`config.mk`:
```
export PLATFORM = sky130hd
export DESIGN_NAME = bsc_chain
export DESIGN_NICKNAME = d
export VERILOG_FILES = /design/src/bsc_pkg.sv /design/src/bsc_fifo.sv /design/src/bsc_chain.sv
export SDC_FILE = /design/constraint.sdc
export NUM_CORES = 1
export LEC_CHECK = 0
export ABC_AREA = 1
export CORE_MARGIN = 4
export CORE_UTILIZATION = 40
export CTS_CLUSTER_SIZE = 14
export DETAILED_ROUTE_END_ITERATION = 12
export DONT_BUFFER_PORTS = 1
export SLEW_MARGIN = 20
export SYNTH_ARGS = -nofsm -noshare
export SYNTH_HDL_FRONTEND = slang
export SYNTH_SLANG_ARGS = --single-unit
```
`constraint.sdc`:
```
create_clock -name i_sys_clk -period 9.3 [get_ports i_sys_clk]
set_input_delay 1.395 -clock i_sys_clk [delete_from_list [all_inputs] [get_ports i_sys_clk]]
set_output_delay 1.395 -clock i_sys_clk [all_outputs]
set_load 0.01 [all_outputs]
```
`src/bsc_pkg.sv`:
```
`default_nettype none
// ****************************************************************
// Boundary scan chain constants
// ****************************************************************
package bsc_pkg;

  // Chain geometry
  localparam int unsigned CHAIN_LEN = 54;
  localparam int unsigned FIFO_DEPTH = 32;

  // Instruction codes
  localparam int unsigned IR_W = 5;
  localparam logic [4:0] IR_EXTEST = 5'h00;
  localparam logic [4:0] IR_SAMPLE = 5'h01;
  localparam logic [4:0] IR_CLAMP  = 5'h04;
  localparam logic [4:0] IR_HIGHZ  = 5'h05;
  localparam logic [4:0] IR_RESET  = 5'h1F;

  // Cell kinds
  localparam logic [2:0] CELL_OUT  = 3'h0;
  localparam logic [2:0] CELL_IN   = 3'h1;
  localparam logic [2:0] CELL_BI   = 3'h2;
  localparam logic [2:0] CELL_CTL  = 3'h3;
  localparam logic [2:0] CELL_INT  = 3'h4;

  // Kind of each cell, index 0 sits next to the serial output
  localparam logic [2:0] CELL_KIND [0:CHAIN_LEN-1] = '{
    CELL_OUT, CELL_OUT, CELL_OUT, CELL_IN,  CELL_IN,  CELL_IN,
    CELL_BI,  CELL_BI,  CELL_BI,  CELL_BI,  CELL_BI,  CELL_BI,
    CELL_CTL, CELL_BI,  CELL_BI,  CELL_BI,  CELL_BI,  CELL_BI,
    CELL_BI,  CELL_BI,  CELL_CTL, CELL_BI,  CELL_CTL, CELL_BI,
    CELL_CTL, CELL_BI,  CELL_CTL, CELL_BI,  CELL_CTL, CELL_BI,
    CELL_CTL, CELL_BI,  CELL_CTL, CELL_BI,  CELL_CTL, CELL_BI,
    CELL_BI,  CELL_BI,  CELL_INT, CELL_BI,  CELL_INT, CELL_BI,
    CELL_INT, CELL_INT, CELL_INT, CELL_CTL, CELL_INT, CELL_BI,
    CELL_INT, CELL_INT, CELL_INT, CELL_OUT, CELL_BI,  CELL_CTL};

  // Enable cell steering each two-way cell (0 where unused)
  localparam int unsigned CELL_CTRL [0:CHAIN_LEN-1] = '{
    0,  0,  0,  0,  0,  0,  12, 12, 12, 12, 12, 12,
    0,  12, 12, 12, 12, 12, 12, 20, 0,  22, 0,  24,
    0,  26, 0,  28, 0,  30, 0,  32, 0,  34, 0,  45,
    45, 45, 0,  45, 0,  45, 0,  0,  0,  0,  0,  45,
    0,  0,  0,  0,  53, 0};

  // Event word carried from the edge finder to the chain engine
  localparam int unsigned EVT_W     = 11;
  localparam int unsigned EVT_RISE  = 10;
  localparam int unsigned EVT_FALL  = 9;
  localparam int unsigned EVT_TDI   = 8;
  localparam int unsigned EVT_CAP   = 7;
  localparam int unsigned EVT_SHIFT = 6;
  localparam int unsigned EVT_UPD   = 5;
  localparam int unsigned EVT_IR_LO = 0;

  // Synchroniser word: tck, tdi, capture, shift, update, ir
  localparam int unsigned SYN_W = 10;

endpackage

`default_nettype wire

```
`src/bsc_fifo.sv`:
```
`timescale 1ns/1ps
`default_nettype none
// ****************************************************************
// Event FIFO
// ****************************************************************
module bsc_fifo
#(
  parameter int unsigned WIDTH = 11,
  parameter int unsigned DEPTH = 32
)
(
  // Clock and reset
  input  wire logic             i_sys_clk,
  input  wire logic             i_reset,
  // Fill side
  input  wire logic             i_in_valid,
  output logic                  o_in_ready,
  input  wire logic [WIDTH-1:0] i_in_data,
  // Drain side
  output logic                  o_out_valid,
  input  wire logic             i_out_ready,
  output logic [WIDTH-1:0]      o_out_data
);

  localparam int unsigned AW = $clog2(DEPTH);

  logic [WIDTH-1:0] mem [0:DEPTH-1];
  logic [AW-1:0]    wr_ptr_reg;
  logic [AW-1:0]    wr_ptr_next;
  logic [AW-1:0]    rd_ptr_reg;
  logic [AW-1:0]    rd_ptr_next;
  logic [AW:0]      count_reg;
  logic [AW:0]      count_next;
  logic             push;
  logic             pop;

  // Handshakes and pointer arithmetic
  always_comb
  begin
    push        = i_in_valid && o_in_ready;
    pop         = o_out_valid && i_out_ready;
    wr_ptr_next = push ? wr_ptr_reg + 1'b1 : wr_ptr_reg;
    rd_ptr_next = pop ? rd_ptr_reg + 1'b1 : rd_ptr_reg;
    count_next  = count_reg + (AW+1)'(push) - (AW+1)'(pop);
  end

  // Pointer registers
  always_ff @(posedge i_sys_clk or posedge i_reset)
  begin
    if (i_reset)
    begin
      wr_ptr_reg <= '0;
      rd_ptr_reg <= '0;
      count_reg  <= '0;
    end
    else
    begin
      wr_ptr_reg <= wr_ptr_next;
      rd_ptr_reg <= rd_ptr_next;
      count_reg  <= count_next;
    end
  end

  // Storage
  always_ff @(posedge i_sys_clk)
  begin
    if (push)
    begin
      mem[wr_ptr_reg] <= i_in_data;
    end
  end

  assign o_in_ready  = (count_reg != (AW+1)'(DEPTH)); // Full stalls the source
  assign o_out_valid = (count_reg != '0);
  assign o_out_data  = mem[rd_ptr_reg];

endmodule
`default_nettype wire

```
`src/bsc_chain.sv`:
```
`timescale 1ns/1ps
`default_nettype none
// ****************************************************************
// Boundary scan chain
// ****************************************************************
module bsc_chain
  import bsc_pkg::*;
(
  // Clock and reset
  input  wire logic                 i_sys_clk,
  input  wire logic                 i_reset,
  // Test port, from pins and the test state machine
  input  wire logic                 i_tck,
  input  wire logic                 i_tdi,
  input  wire logic                 i_capture_dr,
  input  wire logic                 i_shift_dr,
  input  wire logic                 i_update_dr,
  input  wire logic [IR_W-1:0]      i_ir,
  output logic                      o_tdo,
  output logic                      o_tdo_oe,
  // Engine stall
  input  wire logic                 i_scan_hold,
  // Core side, per cell (enable value for control cells)
  input  wire logic [CHAIN_LEN-1:0] i_core_data,
  output logic [CHAIN_LEN-1:0]      o_core_in,
  // Pad side, per cell
  input  wire logic [CHAIN_LEN-1:0] i_pad_in,
  output logic [CHAIN_LEN-1:0]      o_pad_out,
  output logic [CHAIN_LEN-1:0]      o_pad_oe
);

  // ****************************************************************
  // Input synchronisers and edge finder
  // ****************************************************************
  logic [SYN_W-1:0]     syn1_reg;
  logic [SYN_W-1:0]     syn2_reg;
  logic [CHAIN_LEN-1:0] pad1_reg;
  logic [CHAIN_LEN-1:0] pad2_reg;
  logic                 tck_prev_reg;
  logic                 tck_prev_next;
  logic                 evt_valid;
  logic                 evt_ready;
  logic [EVT_W-1:0]     evt_data;

  // Two flops on every outside input
  always_ff @(posedge i_sys_clk or posedge i_reset)
  begin
    if (i_reset)
    begin
      syn1_reg <= '0;
      syn2_reg <= '0;
      pad1_reg <= '0;
      pad2_reg <= '0;
    end
    else
    begin
      syn1_reg <= {i_tck, i_tdi, i_capture_dr, i_shift_dr, i_update_dr, i_ir};
      syn2_reg <= syn1_reg;
      pad1_reg <= i_pad_in;
      pad2_reg <= pad1_reg;
    end
  end

  // An edge stays pending while the FIFO is full
  always_comb
  begin
    evt_valid     = syn2_reg[9] != tck_prev_reg;
    evt_data      = {syn2_reg[9], ~syn2_reg[9], syn2_reg[8:0]};
    tck_prev_next = (evt_valid && !evt_ready) ? tck_prev_reg : syn2_reg[9];
  end

  always_ff @(posedge i_sys_clk or posedge i_reset)
  begin
    if (i_reset)
      tck_prev_reg <= 1'b0;
    else
      tck_prev_reg <= tck_prev_next;
  end

  // ****************************************************************
  // Event FIFO
  // ****************************************************************
  logic             pop_valid;
  logic             pop_ready;
  logic [EVT_W-1:0] pop_data;

  bsc_fifo #(
    .WIDTH (EVT_W),
    .DEPTH (FIFO_DEPTH)
  ) u_fifo (
    .i_sys_clk   (i_sys_clk),
    .i_reset     (i_reset),
    .i_in_valid  (evt_valid),
    .o_in_ready  (evt_ready),
    .i_in_data   (evt_data),
    .o_out_valid (pop_valid),
    .i_out_ready (pop_ready),
    .o_out_data  (pop_data)
  );

  // ****************************************************************
  // Chain engine
  // ****************************************************************
  logic [CHAIN_LEN-1:0] chain_reg;
  logic [CHAIN_LEN-1:0] chain_next;
  logic [CHAIN_LEN-1:0] upd_reg;
  logic [CHAIN_LEN-1:0] upd_next;
  logic [CHAIN_LEN-1:0] cap_val;
  logic                 byp_reg;
  logic                 byp_next;
  logic [IR_W-1:0]      ir_reg;
  logic [IR_W-1:0]      ir_next;
  logic                 tdo_reg;
  logic                 tdo_next;
  logic                 tdo_oe_reg;
  logic                 tdo_oe_next;
  logic                 take;
  logic                 rise;
  logic                 fall;
  logic                 bsr_sel;
  logic [IR_W-1:0]      ev_ir;

  // Capture source per cell: pin level or core driver
  genvar g;
  generate
    for (g = 0; g < CHAIN_LEN; g++)
    begin : g_cap
      if (CELL_KIND[g] == CELL_IN || CELL_KIND[g] == CELL_BI)
        assign cap_val[g] = pad2_reg[g];
      else
        assign cap_val[g] = i_core_data[g];
    end
  endgenerate

  // Next chain, update latch, bypass bit and serial output
  always_comb
  begin
    take        = pop_valid && pop_ready;
    rise        = take && pop_data[EVT_RISE];
    fall        = take && pop_data[EVT_FALL];
    ev_ir       = pop_data[EVT_IR_LO +: IR_W];
    bsr_sel     = (ev_ir == IR_EXTEST) || (ev_ir == IR_SAMPLE);
    chain_next  = chain_reg;
    upd_next    = upd_reg;
    byp_next    = byp_reg;
    ir_next     = take ? ev_ir : ir_reg;
    tdo_next    = tdo_reg;
    tdo_oe_next = tdo_oe_reg;
    if (rise && pop_data[EVT_CAP])
    begin
      if (bsr_sel)
        chain_next = cap_val;
      else
        byp_next = 1'b0;
    end
    else if (rise && pop_data[EVT_SHIFT])
    begin
      if (bsr_sel)
        chain_next = {pop_data[EVT_TDI], chain_reg[CHAIN_LEN-1:1]};
      else
        byp_next = pop_data[EVT_TDI];
    end
    if (fall && pop_data[EVT_UPD] && bsr_sel)
      upd_next = chain_reg;
    if (fall)
    begin
      tdo_next    = bsr_sel ? chain_reg[0] : byp_reg;
      tdo_oe_next = pop_data[EVT_SHIFT];
    end
  end

  assign pop_ready = !i_scan_hold;

  always_ff @(posedge i_sys_clk or posedge i_reset)
  begin
    if (i_reset)
    begin
      chain_reg  <= '0;
      upd_reg    <= '0;
      byp_reg    <= 1'b0;
      ir_reg     <= IR_RESET;
      tdo_reg    <= 1'b0;
      tdo_oe_reg <= 1'b0;
    end
    else
    begin
      chain_reg  <= chain_next;
      upd_reg    <= upd_next;
      byp_reg    <= byp_next;
      ir_reg     <= ir_next;
      tdo_reg    <= tdo_next;
      tdo_oe_reg <= tdo_oe_next;
    end
  end

  // ****************************************************************
  // Pad and core drive
  // ****************************************************************
  logic                 test_drv;
  logic                 hiz;
  logic [CHAIN_LEN-1:0] pad_out_next;
  logic [CHAIN_LEN-1:0] pad_oe_next;
  logic [CHAIN_LEN-1:0] core_in_next;
  logic [CHAIN_LEN-1:0] pad_out_reg;
  logic [CHAIN_LEN-1:0] pad_oe_reg;
  logic [CHAIN_LEN-1:0] core_in_reg;

  assign test_drv = (ir_reg == IR_EXTEST) || (ir_reg == IR_CLAMP);
  assign hiz      = (ir_reg == IR_HIGHZ);

  // Per-cell drive by cell kind; control and internal cells own no pin
  generate
    for (g = 0; g < CHAIN_LEN; g++)
    begin : g_pad
      if (CELL_KIND[g] == CELL_OUT)
      begin : g_out
        assign pad_out_next[g] = test_drv ? upd_reg[g] : i_core_data[g];
        assign pad_oe_next[g]  = !hiz;
        assign core_in_next[g] = 1'b0;
      end
      else if (CELL_KIND[g] == CELL_BI)
      begin : g_bi
        assign pad_out_next[g] = test_drv ? upd_reg[g] : i_core_data[g];
        assign pad_oe_next[g]  = hiz ? 1'b0 : test_drv ? upd_reg[CELL_CTRL[g]]
                                 : i_core_data[CELL_CTRL[g]];
        assign core_in_next[g] = pad2_reg[g];
      end
      else if (CELL_KIND[g] == CELL_IN)
      begin : g_in
        assign pad_out_next[g] = 1'b0;
        assign pad_oe_next[g]  = 1'b0;
        assign core_in_next[g] = pad2_reg[g];
      end
      else
      begin : g_none
        assign pad_out_next[g] = 1'b0;
        assign pad_oe_next[g]  = 1'b0;
        assign core_in_next[g] = 1'b0;
      end
    end
  endgenerate

  always_ff @(posedge i_sys_clk or posedge i_reset)
  begin
    if (i_reset)
    begin
      pad_out_reg <= '0;
      pad_oe_reg  <= '0;
      core_in_reg <= '0;
    end
    else
    begin
      pad_out_reg <= pad_out_next;
      pad_oe_reg  <= pad_oe_next;
      core_in_reg <= core_in_next;
    end
  end

  assign o_pad_out = pad_out_reg;
  assign o_pad_oe  = pad_oe_reg;
  assign o_core_in = core_in_reg;
  assign o_tdo     = tdo_reg;
  assign o_tdo_oe  = tdo_oe_reg;
endmodule
`default_nettype wire

```
==> results of run 1 <==
## final cells by class
type	instances	area (sq um)
Tap cell	837	1050
Inverter	85	330
Clock buffer	93	1920
Fill cell	5600	34400
Clock inverter	22	279
Timing Repair Buffer	19	146
Multi-Input combinational cell	1449	6470
Antenna cell	1	2.50
Sequential cell	626	17500
## worst max-delay path by stage
stage	startpoint	end	slack, ns	depth (start not counted)
final	u_fifo.rd_ptr_reg[0]	upd_reg[2]	4.28	15
after floorplan	i_reset	byp_reg	0.36	1
after CTS	u_fifo.rd_ptr_reg[0]	upd_reg[17]	4.30	15
after global placement	u_fifo.rd_ptr_reg[0]	upd_reg[14]	4.37	15
after detailed placement	u_fifo.rd_ptr_reg[0]	upd_reg[17]	4.31	15
after global routing	u_fifo.rd_ptr_reg[0]	upd_reg[15]	3.81	15
## routing by layer
metal,up-vias,share of wire [%],global-route usage [%],wire [um]
li1,7288,-,-,-
met1,7673,45,24.5,25800
met2,437,48,27.3,27600
met3,85,5.8,2.43,3390
met4,0,2.1,4.32,1210
met5,-,0,0,0
## cells by family after synthesis
group / share of synthesized area, %
simple gates: 18.9
flops: 69.1
fa+ha+maj: 0.724
other cells: 0.0149
xor+xnor: 0.451
buf+inv: 6.48
mux: 1.38
compound gates: 2.96
## placed cells by master (no fill, tap or decap), types with 2 or more instances in the layout
master	n
nand2_1	811
edfxtp_1	352
dfrtp_1	259
nand3_1	194
nor2_1	139
inv_1	79
o21ai_0	77
conb_1	70
clkbuf_16	65
mux2_2	31
a21oi_1	30
nor2_2	18
clkbuf_8	18
buf_4	18
o211ai_1	13
ha_1	13
xor2_1	12
o21ai_1	11
clkinv_2	10
clkbuf_1	9
dfrtp_2	8
nand4_1	6
o22ai_1	6
bufinv_16	6
dfstp_2	5
clkinv_1	4
nand3_2	3
nor2_4	3
nand2_2	2
nor3_1	2
inv_2	2
clkinv_4	2
dfrtp_4	2
## power breakdown
| part | leakage, nW | internal (mW) | switching, mW |
|---|---|---|---|
| Sequential | 6.58 | 3.35 | 0.406 |
| Combinational | 4.09 | 0.715 | 1.76 |
| Clock | 1.09 | 1.58 | 1.04 |
## critical path: cells and delay by family (launching register included)
family	cells	cell delay, ns
flops	1	0.79
compound gates	1	0.09
simple gates	10	1.33
buf+inv	4	2.49
## through the flow
step                      worst slack, ns  instances
after global placement               4.37       3016
after detailed placement             4.31       3016
final                                4.28       3132
after floorplan                     0.361       2359
after CTS                            4.30       3131
after global routing                 3.81       3132
==> results.sh, run 1 <==
export IMPL_status="finished clean"
export IMPL_first_pass_iters=5
export IMPL_dpl_cell_area_sq_um=25400
export IMPL_clk_pin_slew_ns=0.06
export IMPL_rows=91
export IMPL_grt_overflow=0
export IMPL_wl_per_cell_um=18.5
export IMPL_fp_dieW_um=259
export IMPL_dpl_hpwl_um=34300
export IMPL_drt_iter0_drc=1431
export IMPL_synthFlopType="edfxtp_1"
export IMPL_yosysWarnings=0
export IMPL_clk_path_buf_depth=3
export IMPL_clockRootBuffer="clkbuf_16"
export IMPL_total_power_mw=8.85
export IMPL_ctsHoldBuffers=0
export IMPL_synth_seq_cells=626
export IMPL_ant_nets=0
export IMPL_syn_avg_cell_area_sq_um=11.0
export IMPL_dieArea_sq_um=67100
export IMPL_cp_common_cell="nand2_1"
export IMPL_required_ns=9.80
export IMPL_largest_reg_flops=352
export IMPL_grt_pass1_wl_um=89700
export IMPL_cts_buffers=61
export IMPL_holdPathStages=0
export IMPL_cp_max_fo=98
export IMPL_min_period_ns=5.02
export IMPL_power_leakage_nw=11.8
export IMPL_maxCapViolCount=0
export IMPL_final_cell_area_sq_um=27600
export IMPL_worst_path_largest_cell_delay_ns=0.93
export IMPL_final_nets=2377
export IMPL_hold_path_class="flip-flop to flip-flop"
export IMPL_dieHeight_um=259
export IMPL_relSlewSlack_pct=23.5
export IMPL_hold_ws_ns=0.341
export IMPL_synth_edf_count=352
export IMPL_grtUsageTotal_pct=17.0
export IMPL_path_cells="inv_4 > buf_4 > nand2_1 > nand3_1 > a21oi_1 > nor2_1 > nand2_1 > nand2_1 > nand2_1 > nor2_4 > buf_4 > nand2_1 > buf_4 > nand2_1 > nand2_1"
export IMPL_syn_inst=2290
export IMPL_cts_resized_gates=0
export IMPL_synth_most_common_cell="nand2_1"
export IMPL_io_pin_count=285
export IMPL_hold_viol=0
export IMPL_vias=15500
export IMPL_start_kind="flip-flop"
export IMPL_syn_area_sq_um=25200
export IMPL_slew_violations=0
export IMPL_ff2ff_path_depth=15
export IMPL_cts_setup_buffers=0
export IMPL_finalSetupViolCount=0
export IMPL_min_from="pad1_reg[52]"
export IMPL_criticalPathCategory="flip-flop to flip-flop"
export IMPL_core_region_area_sq_um=62100
export IMPL_fin_skew_ns=0.0354
export IMPL_synth_top_cell_area_share_pct=41.9
export IMPL_synthTopCellsByArea="edfxtp_1, dfrtp_1, nand2_1"
export IMPL_cts_tree="built"
export IMPL_ys_seq_area_share_pct=69.1
export IMPL_endpoint_kind="flip-flop"
export IMPL_synth_common_cells="nand2_1, edfxtp_1, dfrtp_1"
export IMPL_grt_pass1_vias=15000
export IMPL_power_density_nw_per_um2=320
export IMPL_clkSinkCount=626
export IMPL_cts_max_level=2
export IMPL_drive_above_1_share_pct=8.81
export IMPL_worst_slew_pin_slew_ns=1.14
export IMPL_grt_start_max_net_pins=137
export IMPL_r2r_slack_ns=4.28
export IMPL_worstSkewPairLatency_ns=0.62
export IMPL_min_to="pad2_reg[52]"
export IMPL_r2r_start="u_fifo.rd_ptr_reg[0]"
export IMPL_rsz0062_at_grt="false"
export IMPL_worstPathArrival_ns=5.53
export IMPL_wirelength_um=58000
export IMPL_antenna_found_initial=1
export IMPL_final_util_pct=44.5
export IMPL_slowest_stage="buf_4"
export IMPL_fmax_ghz=0.199
export IMPL_gp_congestion=0.802
export IMPL_vias_per_cell=4.94
export IMPL_route_detailed_drc=0
export IMPL_area_delta_synth_final_pct=9.58
export IMPL_portBuffers=0
export IMPL_synth_top_area_cell="edfxtp_1"
export IMPL_synthDistinctLibCells=36
export IMPL_start_util_pct=40.6
export IMPL_r2r_end="upd_reg[2]"
export IMPL_fin_tns_setup_ns=0
export IMPL_synth_async_reset_ratio_pct=43.8
export IMPL_timing_final_crit_share_pct=54.0
export IMPL_vdd_ir_drop_max_v=0.000192
Note: power is estimated with default switching activity, not from simulation.
==> run 2, diff against run 1 <==
==> constraint.sdc (replaced) <==
create_clock -name i_sys_clk -period 4.5 [get_ports i_sys_clk]
set_input_delay 0.675 -clock i_sys_clk [delete_from_list [all_inputs] [get_ports i_sys_clk]]
set_output_delay 0.675 -clock i_sys_clk [all_outputs]
set_load 0.01 [all_outputs]
==> run 2 against run 1 <==
Compared with the run above: core utilization grew 0.31 points; sequential power grew 100%; combinational power grew 120%; hold slack lost 0.24 ns; clock power grew 110%; clock skew shrank 0.017 ns; critical path type unchanged.
==> results.sh, run 2 (same netlist as run 1, synthesis figures left out) <==
export IMPL_status="finished clean"
export IMPL_io_pin_count=285
export IMPL_hold_ws_ns=0.102
export IMPL_final_cell_mix="nand2_1, edfxtp_1, dfrtp_1, nand3_1, nor2_1"
export IMPL_path_cells="inv_2 > buf_4 > nand3_1 > a21oi_1 > nor2_1 > nand2_1 > nand2_1 > nand2_1 > nor2_4 > buf_4 > nand2_1 > buf_4 > nand2_1 > nand2_1"
export IMPL_grt_start_max_net_pins=153
export IMPL_cts_resized_gates=0
export IMPL_clockRootBuffer="clkbuf_16"
export IMPL_vias=15700
export IMPL_required_ns=5.02
export IMPL_endpoint_kind="flip-flop"
export IMPL_worstSkewPairLatency_ns=0.60
export IMPL_fin_skew_ns=0.0188
export IMPL_cp_max_fo=46
export IMPL_fmax_ghz=0.287
export IMPL_finalSetupViolCount=0
export IMPL_layout_commonest_cell="nand2_1"
export IMPL_dieHeight_um=259
export IMPL_clkSinkCount=626
export IMPL_rsz0062_at_grt="false"
export IMPL_total_power_mw=18.5
export IMPL_clk_path_buf_depth=3
export IMPL_start_util_pct=40.6
export IMPL_slew_violations=0
export IMPL_maxCapViolCount=0
export IMPL_ant_nets=0
export IMPL_gp_congestion=0.785
export IMPL_grt_pass1_vias=15200
export IMPL_vias_per_cell=4.97
export IMPL_final_cells=3156
export IMPL_power_leakage_nw=11.9
export IMPL_antenna_found_initial=1
export IMPL_worstPathArrival_ns=4.00
export IMPL_portBuffers=0
export IMPL_cp_top_family="buffers and inverters"
export IMPL_relSlewSlack_pct=23.6
export IMPL_rows=91
export IMPL_slowest_stage="dfrtp_4"
export IMPL_grtUsageTotal_pct=17.4
export IMPL_drt_iter0_drc=1521
export IMPL_core_region_area_sq_um=62100
export IMPL_cts_tree="built"
export IMPL_hold_path_class="input pin to flip-flop"
export IMPL_first_pass_iters=5
export IMPL_cp_common_cell="nand2_1"
export IMPL_routed_top_layer="met4"
export IMPL_dpl_hpwl_um=35400
export IMPL_grt_overflow=0
export IMPL_wl_met1_um=25500
export IMPL_wirelength_um=59300
export IMPL_cts_buffers=68
export IMPL_criticalPathCategory="flip-flop to flip-flop"
export IMPL_vdd_ir_drop_max_v=0.000487
export IMPL_final_cell_area_sq_um=27800
export IMPL_power_density_nw_per_um2=665
export IMPL_drive_above_1_share_pct=9.10
export IMPL_route_detailed_drc=0
export IMPL_fin_tns_setup_ns=0
export IMPL_met3_length_um=4290
export IMPL_dp_cells=3032
export IMPL_final_nets=2401
export IMPL_area_delta_synth_final_pct=10.3
export IMPL_start_kind="flip-flop"
export IMPL_hold_viol=0
export IMPL_cp_buffers_inverters=4
export IMPL_min_period_ns=3.48
export IMPL_worst_path_largest_cell_delay_ns=0.64
export IMPL_clk_pin_slew_ns=0.06
export IMPL_grt_pass1_wl_um=90500
export IMPL_dpl_cell_area_sq_um=25600
export IMPL_dieArea_sq_um=67100
export IMPL_wl_per_cell_um=18.8
export IMPL_worst_slew_pin_slew_ns=1.14
export IMPL_timing_final_crit_share_pct=77.3
export IMPL_wl_met2_um=27700
export IMPL_fillers=5666
export IMPL_cts_max_level=3
export IMPL_largest_reg_flops=352
export IMPL_fp_dieW_um=259
[run 2: cell types whose count changed in the layout (fill, tap and decap cells not counted), moves of 2 or more]
cell       change
clkbuf_8      -10
dfrtp_1        +4
inv_2          +2
dfrtp_2        -4
clkbuf_1      +10
clkinv_4       -2
clkbuf_16      +8
bufinv_16      -3
inv_6          +2
buf_4         +12
buf_12         +5
[run 2: cell type report]
class / count / area, sq um / area share [%]
Antenna cell: 1 / 2.50 / 0.00899
Clock buffer: 100 / 2010 / 7.22
Clock inverter: 22 / 209 / 0.751
Inverter: 85 / 325 / 1.17
Multi-Input combinational cell: 1449 / 6460 / 23.2
Sequential cell: 626 / 17400 / 62.7
Tap cell: 837 / 1050 / 3.76
Timing Repair Buffer: 36 / 335 / 1.20
[run 2: through the flow]
stage	util, %	worst slack (ns)
finish	44.9	1.02
global route	44.8	0.715
CTS	44.8	1.00
detailed placement	41.2	1.00
global placement	41.2	1.05
floorplan	-	0.206
[run 2: final timing paths]
path | endpoint | slack (ns) | start | cells past startpoint
min reg2reg | syn2_reg[6] | 0.35 | syn1_reg[6] | 0
min in group asynchronous | chain_reg[9] | 0.55 | i_reset | 2
max in group asynchronous | pad2_reg[41] | 2.82 | i_reset | 3
min | pad1_reg[10] | 0.10 | i_pad_in[10] | 0
max | upd_reg[6] | 1.02 | u_fifo.rd_ptr_reg[1] | 14
max reg2reg | upd_reg[6] | 1.02 | u_fifo.rd_ptr_reg[1] | 14
[run 2: layer usage]
| metal | global-route usage [%] | vias up |
|---|---|---|
| met2 | 27.2 | 523 |
| met4 | 5.65 | 0 |
| met5 | 0 | - |
| met3 | 4.13 | 105 |
| li1 | - | 7343 |
| met1 | 24.2 | 7709 |
[run 2: power by group]
part | total [mW] | internal, mW | switching [mW]
Sequential | 7.63 | 6.92 | 0.702
Combinational | 5.38 | 1.57 | 3.81
Clock | 5.50 | 3.28 | 2.22
[run 2: timing repair]
item | in CTS | in global routing
buffers inserted | 0 | 0
hold buffers | 1 | 0
hold endpoints to repair | 12 | 0
==> run 3, diff against run 2 <==
==> constraint.sdc (replaced) <==
create_clock -name i_sys_clk -period 3.6 [get_ports i_sys_clk]
set_input_delay 0.54 -clock i_sys_clk [delete_from_list [all_inputs] [get_ports i_sys_clk]]
set_output_delay 0.54 -clock i_sys_clk [all_outputs]
set_load 0.01 [all_outputs]
==> run 3 against run 2 <==
Compared with the run above: sequential cell count is the same; sequential share of layout area is 1.3 points lower; routed wire length grew 2.0%; count of clock-buffer cells in the layout is 5 lower; core utilization up 0.95 points.
==> results.sh, run 3 (same netlist as run 1, synthesis figures left out) <==
export IMPL_vdd_ir_drop_max_v=0.000378
export IMPL_grtUsageTotal_pct=17.8
export IMPL_ff2ff_path_depth=14
export IMPL_first_pass_iters=6
export IMPL_required_ns=4.13
export IMPL_status="finished clean"
export IMPL_cp_depth=14
export IMPL_route_detailed_drc=0
export IMPL_largest_reg_flops=352
export IMPL_endpoint_kind="flip-flop"
export IMPL_grt_overflow=0
export IMPL_grt_start_max_net_pins=65
export IMPL_slew_violations=0
export IMPL_clk_path_buf_depth=3
export IMPL_slowest_stage="nor2_8"
export IMPL_cp_common_cell="nand2_1"
export IMPL_finalSetupViolCount=0
export IMPL_diodes=0
export IMPL_combPwrFrac_pct=30.3
export IMPL_vias=16000
export IMPL_cp_buffers_inverters=3
export IMPL_fmax_ghz=0.315
export IMPL_grt_pass1_wl_um=92400
export IMPL_final_cell_mix="nand2_1, edfxtp_1, dfrtp_1, nand3_1, nor2_1"
export IMPL_portBuffers=0
export IMPL_drive_above_1_share_pct=9.89
export IMPL_hold_viol=0
export IMPL_clockRootBuffer="clkbuf_16"
export IMPL_cts_buffers=66
export IMPL_worst_slack_ns=0.423
export IMPL_cts_resized_gates=0
export IMPL_cts_max_level=3
export IMPL_p_sw_share_pct=36.8
export IMPL_pre_cts_slack_ns=0.449
export IMPL_p_switching_mw=8.47
export IMPL_io_pin_count=285
export IMPL_worstPathArrival_ns=3.71
export IMPL_dp_cells=3073
export IMPL_min_period_ns=3.18
export IMPL_core_region_area_sq_um=62100
export IMPL_worst_slew_pin_slew_ns=0.996
export IMPL_hold_path_class="input pin to async pin"
export IMPL_total_power_mw=23.0
export IMPL_dieArea_sq_um=67100
export IMPL_power_density_nw_per_um2=810
export IMPL_timing_final_crit_share_pct=88.2
export IMPL_area_delta_synth_final_pct=12.7
export IMPL_clk_pin_slew_ns=0.06
export IMPL_dieHeight_um=259
export IMPL_rows=91
export IMPL_worstSkewPairLatency_ns=0.60
export IMPL_vias_per_cell=4.93
export IMPL_ant_nets=0
export IMPL_start_kind="flip-flop"
export IMPL_power_leakage_nw=12.2
export IMPL_dpl_hpwl_um=36600
export IMPL_fillers=5621
export IMPL_multi_input_area_sq_um=6420
export IMPL_cts_setup_buffers=0
export IMPL_antenna_found_initial=0
export IMPL_criticalPathCategory="flip-flop to flip-flop"
export IMPL_fp_dieW_um=259
export IMPL_cp_max_fo=54
export IMPL_ff_latch_area_sq_um=17500
export IMPL_maxCapViolCount=0
export IMPL_fin_skew_ns=0.0215
export IMPL_path_cells="inv_4 > buf_4 > nand2_1 > nand3_1 > a21oi_1 > nor2_1 > nand2_1 > nand2_1 > nand2_1 > inv_1 > nand2_1 > nor2_8 > nand2_1 > nand2_1"
export IMPL_start_util_pct=40.6
export IMPL_cp_top_family="simple AND/OR/NAND/NOR gates"
export IMPL_p_int_mw=14.5
export IMPL_worst_path_largest_cell_delay_ns=0.66
export IMPL_wirelength_um=60500
export IMPL_relSlewSlack_pct=33.5
export IMPL_drt_iter0_drc=1570
export IMPL_p_seq_share_pct=41.4
export IMPL_grt_pass1_vias=15600
export IMPL_wl_per_cell_um=18.7
export IMPL_layout_commonest_cell="nand2_1"
export IMPL_final_nets=2479
export IMPL_gp_congestion=0.852
export IMPL_p_clk_share_pct=28.3
export IMPL_rsz0062_at_grt="false"
export IMPL_clkSinkCount=626
export IMPL_final_cells=3233
export IMPL_cts_tree="built"
run 3: cell count changes in the layout (fill, tap and decap cells not counted), moves of 2 or more:
cell           change
nor2_1            +16
clkinv_1           +3
bufinv_16          -2
dlygate4sd3_1     +39
dfrtp_2            +5
buf_4             +35
buf_12             +6
clkbuf_16          -5
inv_6              +3
nor2_2            -16
dfrtp_1            -5
run 3: final cells by class:
type | instances | share of cell area (%)
Clock inverter | 25 | 0.625
Tap cell | 837 | 3.68
Sequential cell | 626 | 61.4
Inverter | 85 | 1.14
Clock buffer | 95 | 6.66
Multi-Input combinational cell | 1449 | 22.6
Timing Repair Buffer | 116 | 3.90
run 3: worst reg2reg max path, delay by kind of cell, from the launching register on:
kind            cells  cell delay, ns
compound gates      1            0.17
simple gates       10            1.76
flops               1            0.57
buf+inv             3            0.61
run 3: path summary, 6_finish.rpt:
kind | from | to | slack [ns]
max | u_fifo.rd_ptr_reg[0] | chain_reg[19] | 0.42
min | i_reset | u_fifo.wr_ptr_reg[1] | 0.03
max reg2reg | u_fifo.rd_ptr_reg[0] | chain_reg[19] | 0.42
min reg2reg | pad1_reg[10] | pad2_reg[10] | 0.34
max in group asynchronous | i_reset | o_core_in[23] | 2.69
min in group i_sys_clk | i_core_data[32] | o_pad_oe[31] | 0.06
run 3: what timing repair did:
item | in CTS | in global routing
hold buffers | 40 | 0
endpoints found under the hold margin | 40 | 0
setup endpoints to repair | 0 | 0
run 3: per-stage QoR:
step / hold slack [ns] / setup TNS, ns / area, sq um / utilization, %
final: 0.0268 / 0 / 28400 / 45.8
after global routing: 0.0302 / 0 / 28400 / 45.8
after CTS: 0.0171 / 0 / 28400 / 45.8
after detailed placement: 0.335 / 0 / 25900 / 41.8
after global placement: 0.333 / 0 / 25900 / 41.8
after floorplan: 0.331 / -150.45 / 25500 / -
run 3: metal layers:
layer	up-vias	routed length (um)	global-route usage [%]
met3	93	4020	3.70
met1	7836	26200	24.8
li1	7490	-	-
met5	-	0	0
met4	0	1510	5.44
met2	533	28800	28.1
run 3: power groups by stage:
stage,clock network [mW],registers (mW),logic [mW]
2_1_floorplan,0,9.28,5.31
3_3_place_gp,0,9.63,6.84
3_5_place_dp,0,9.66,6.93
4_1_cts,6.69,9.53,7.00
5_1_grt,7.00,9.65,7.79
6_report,6.52,9.52,6.97
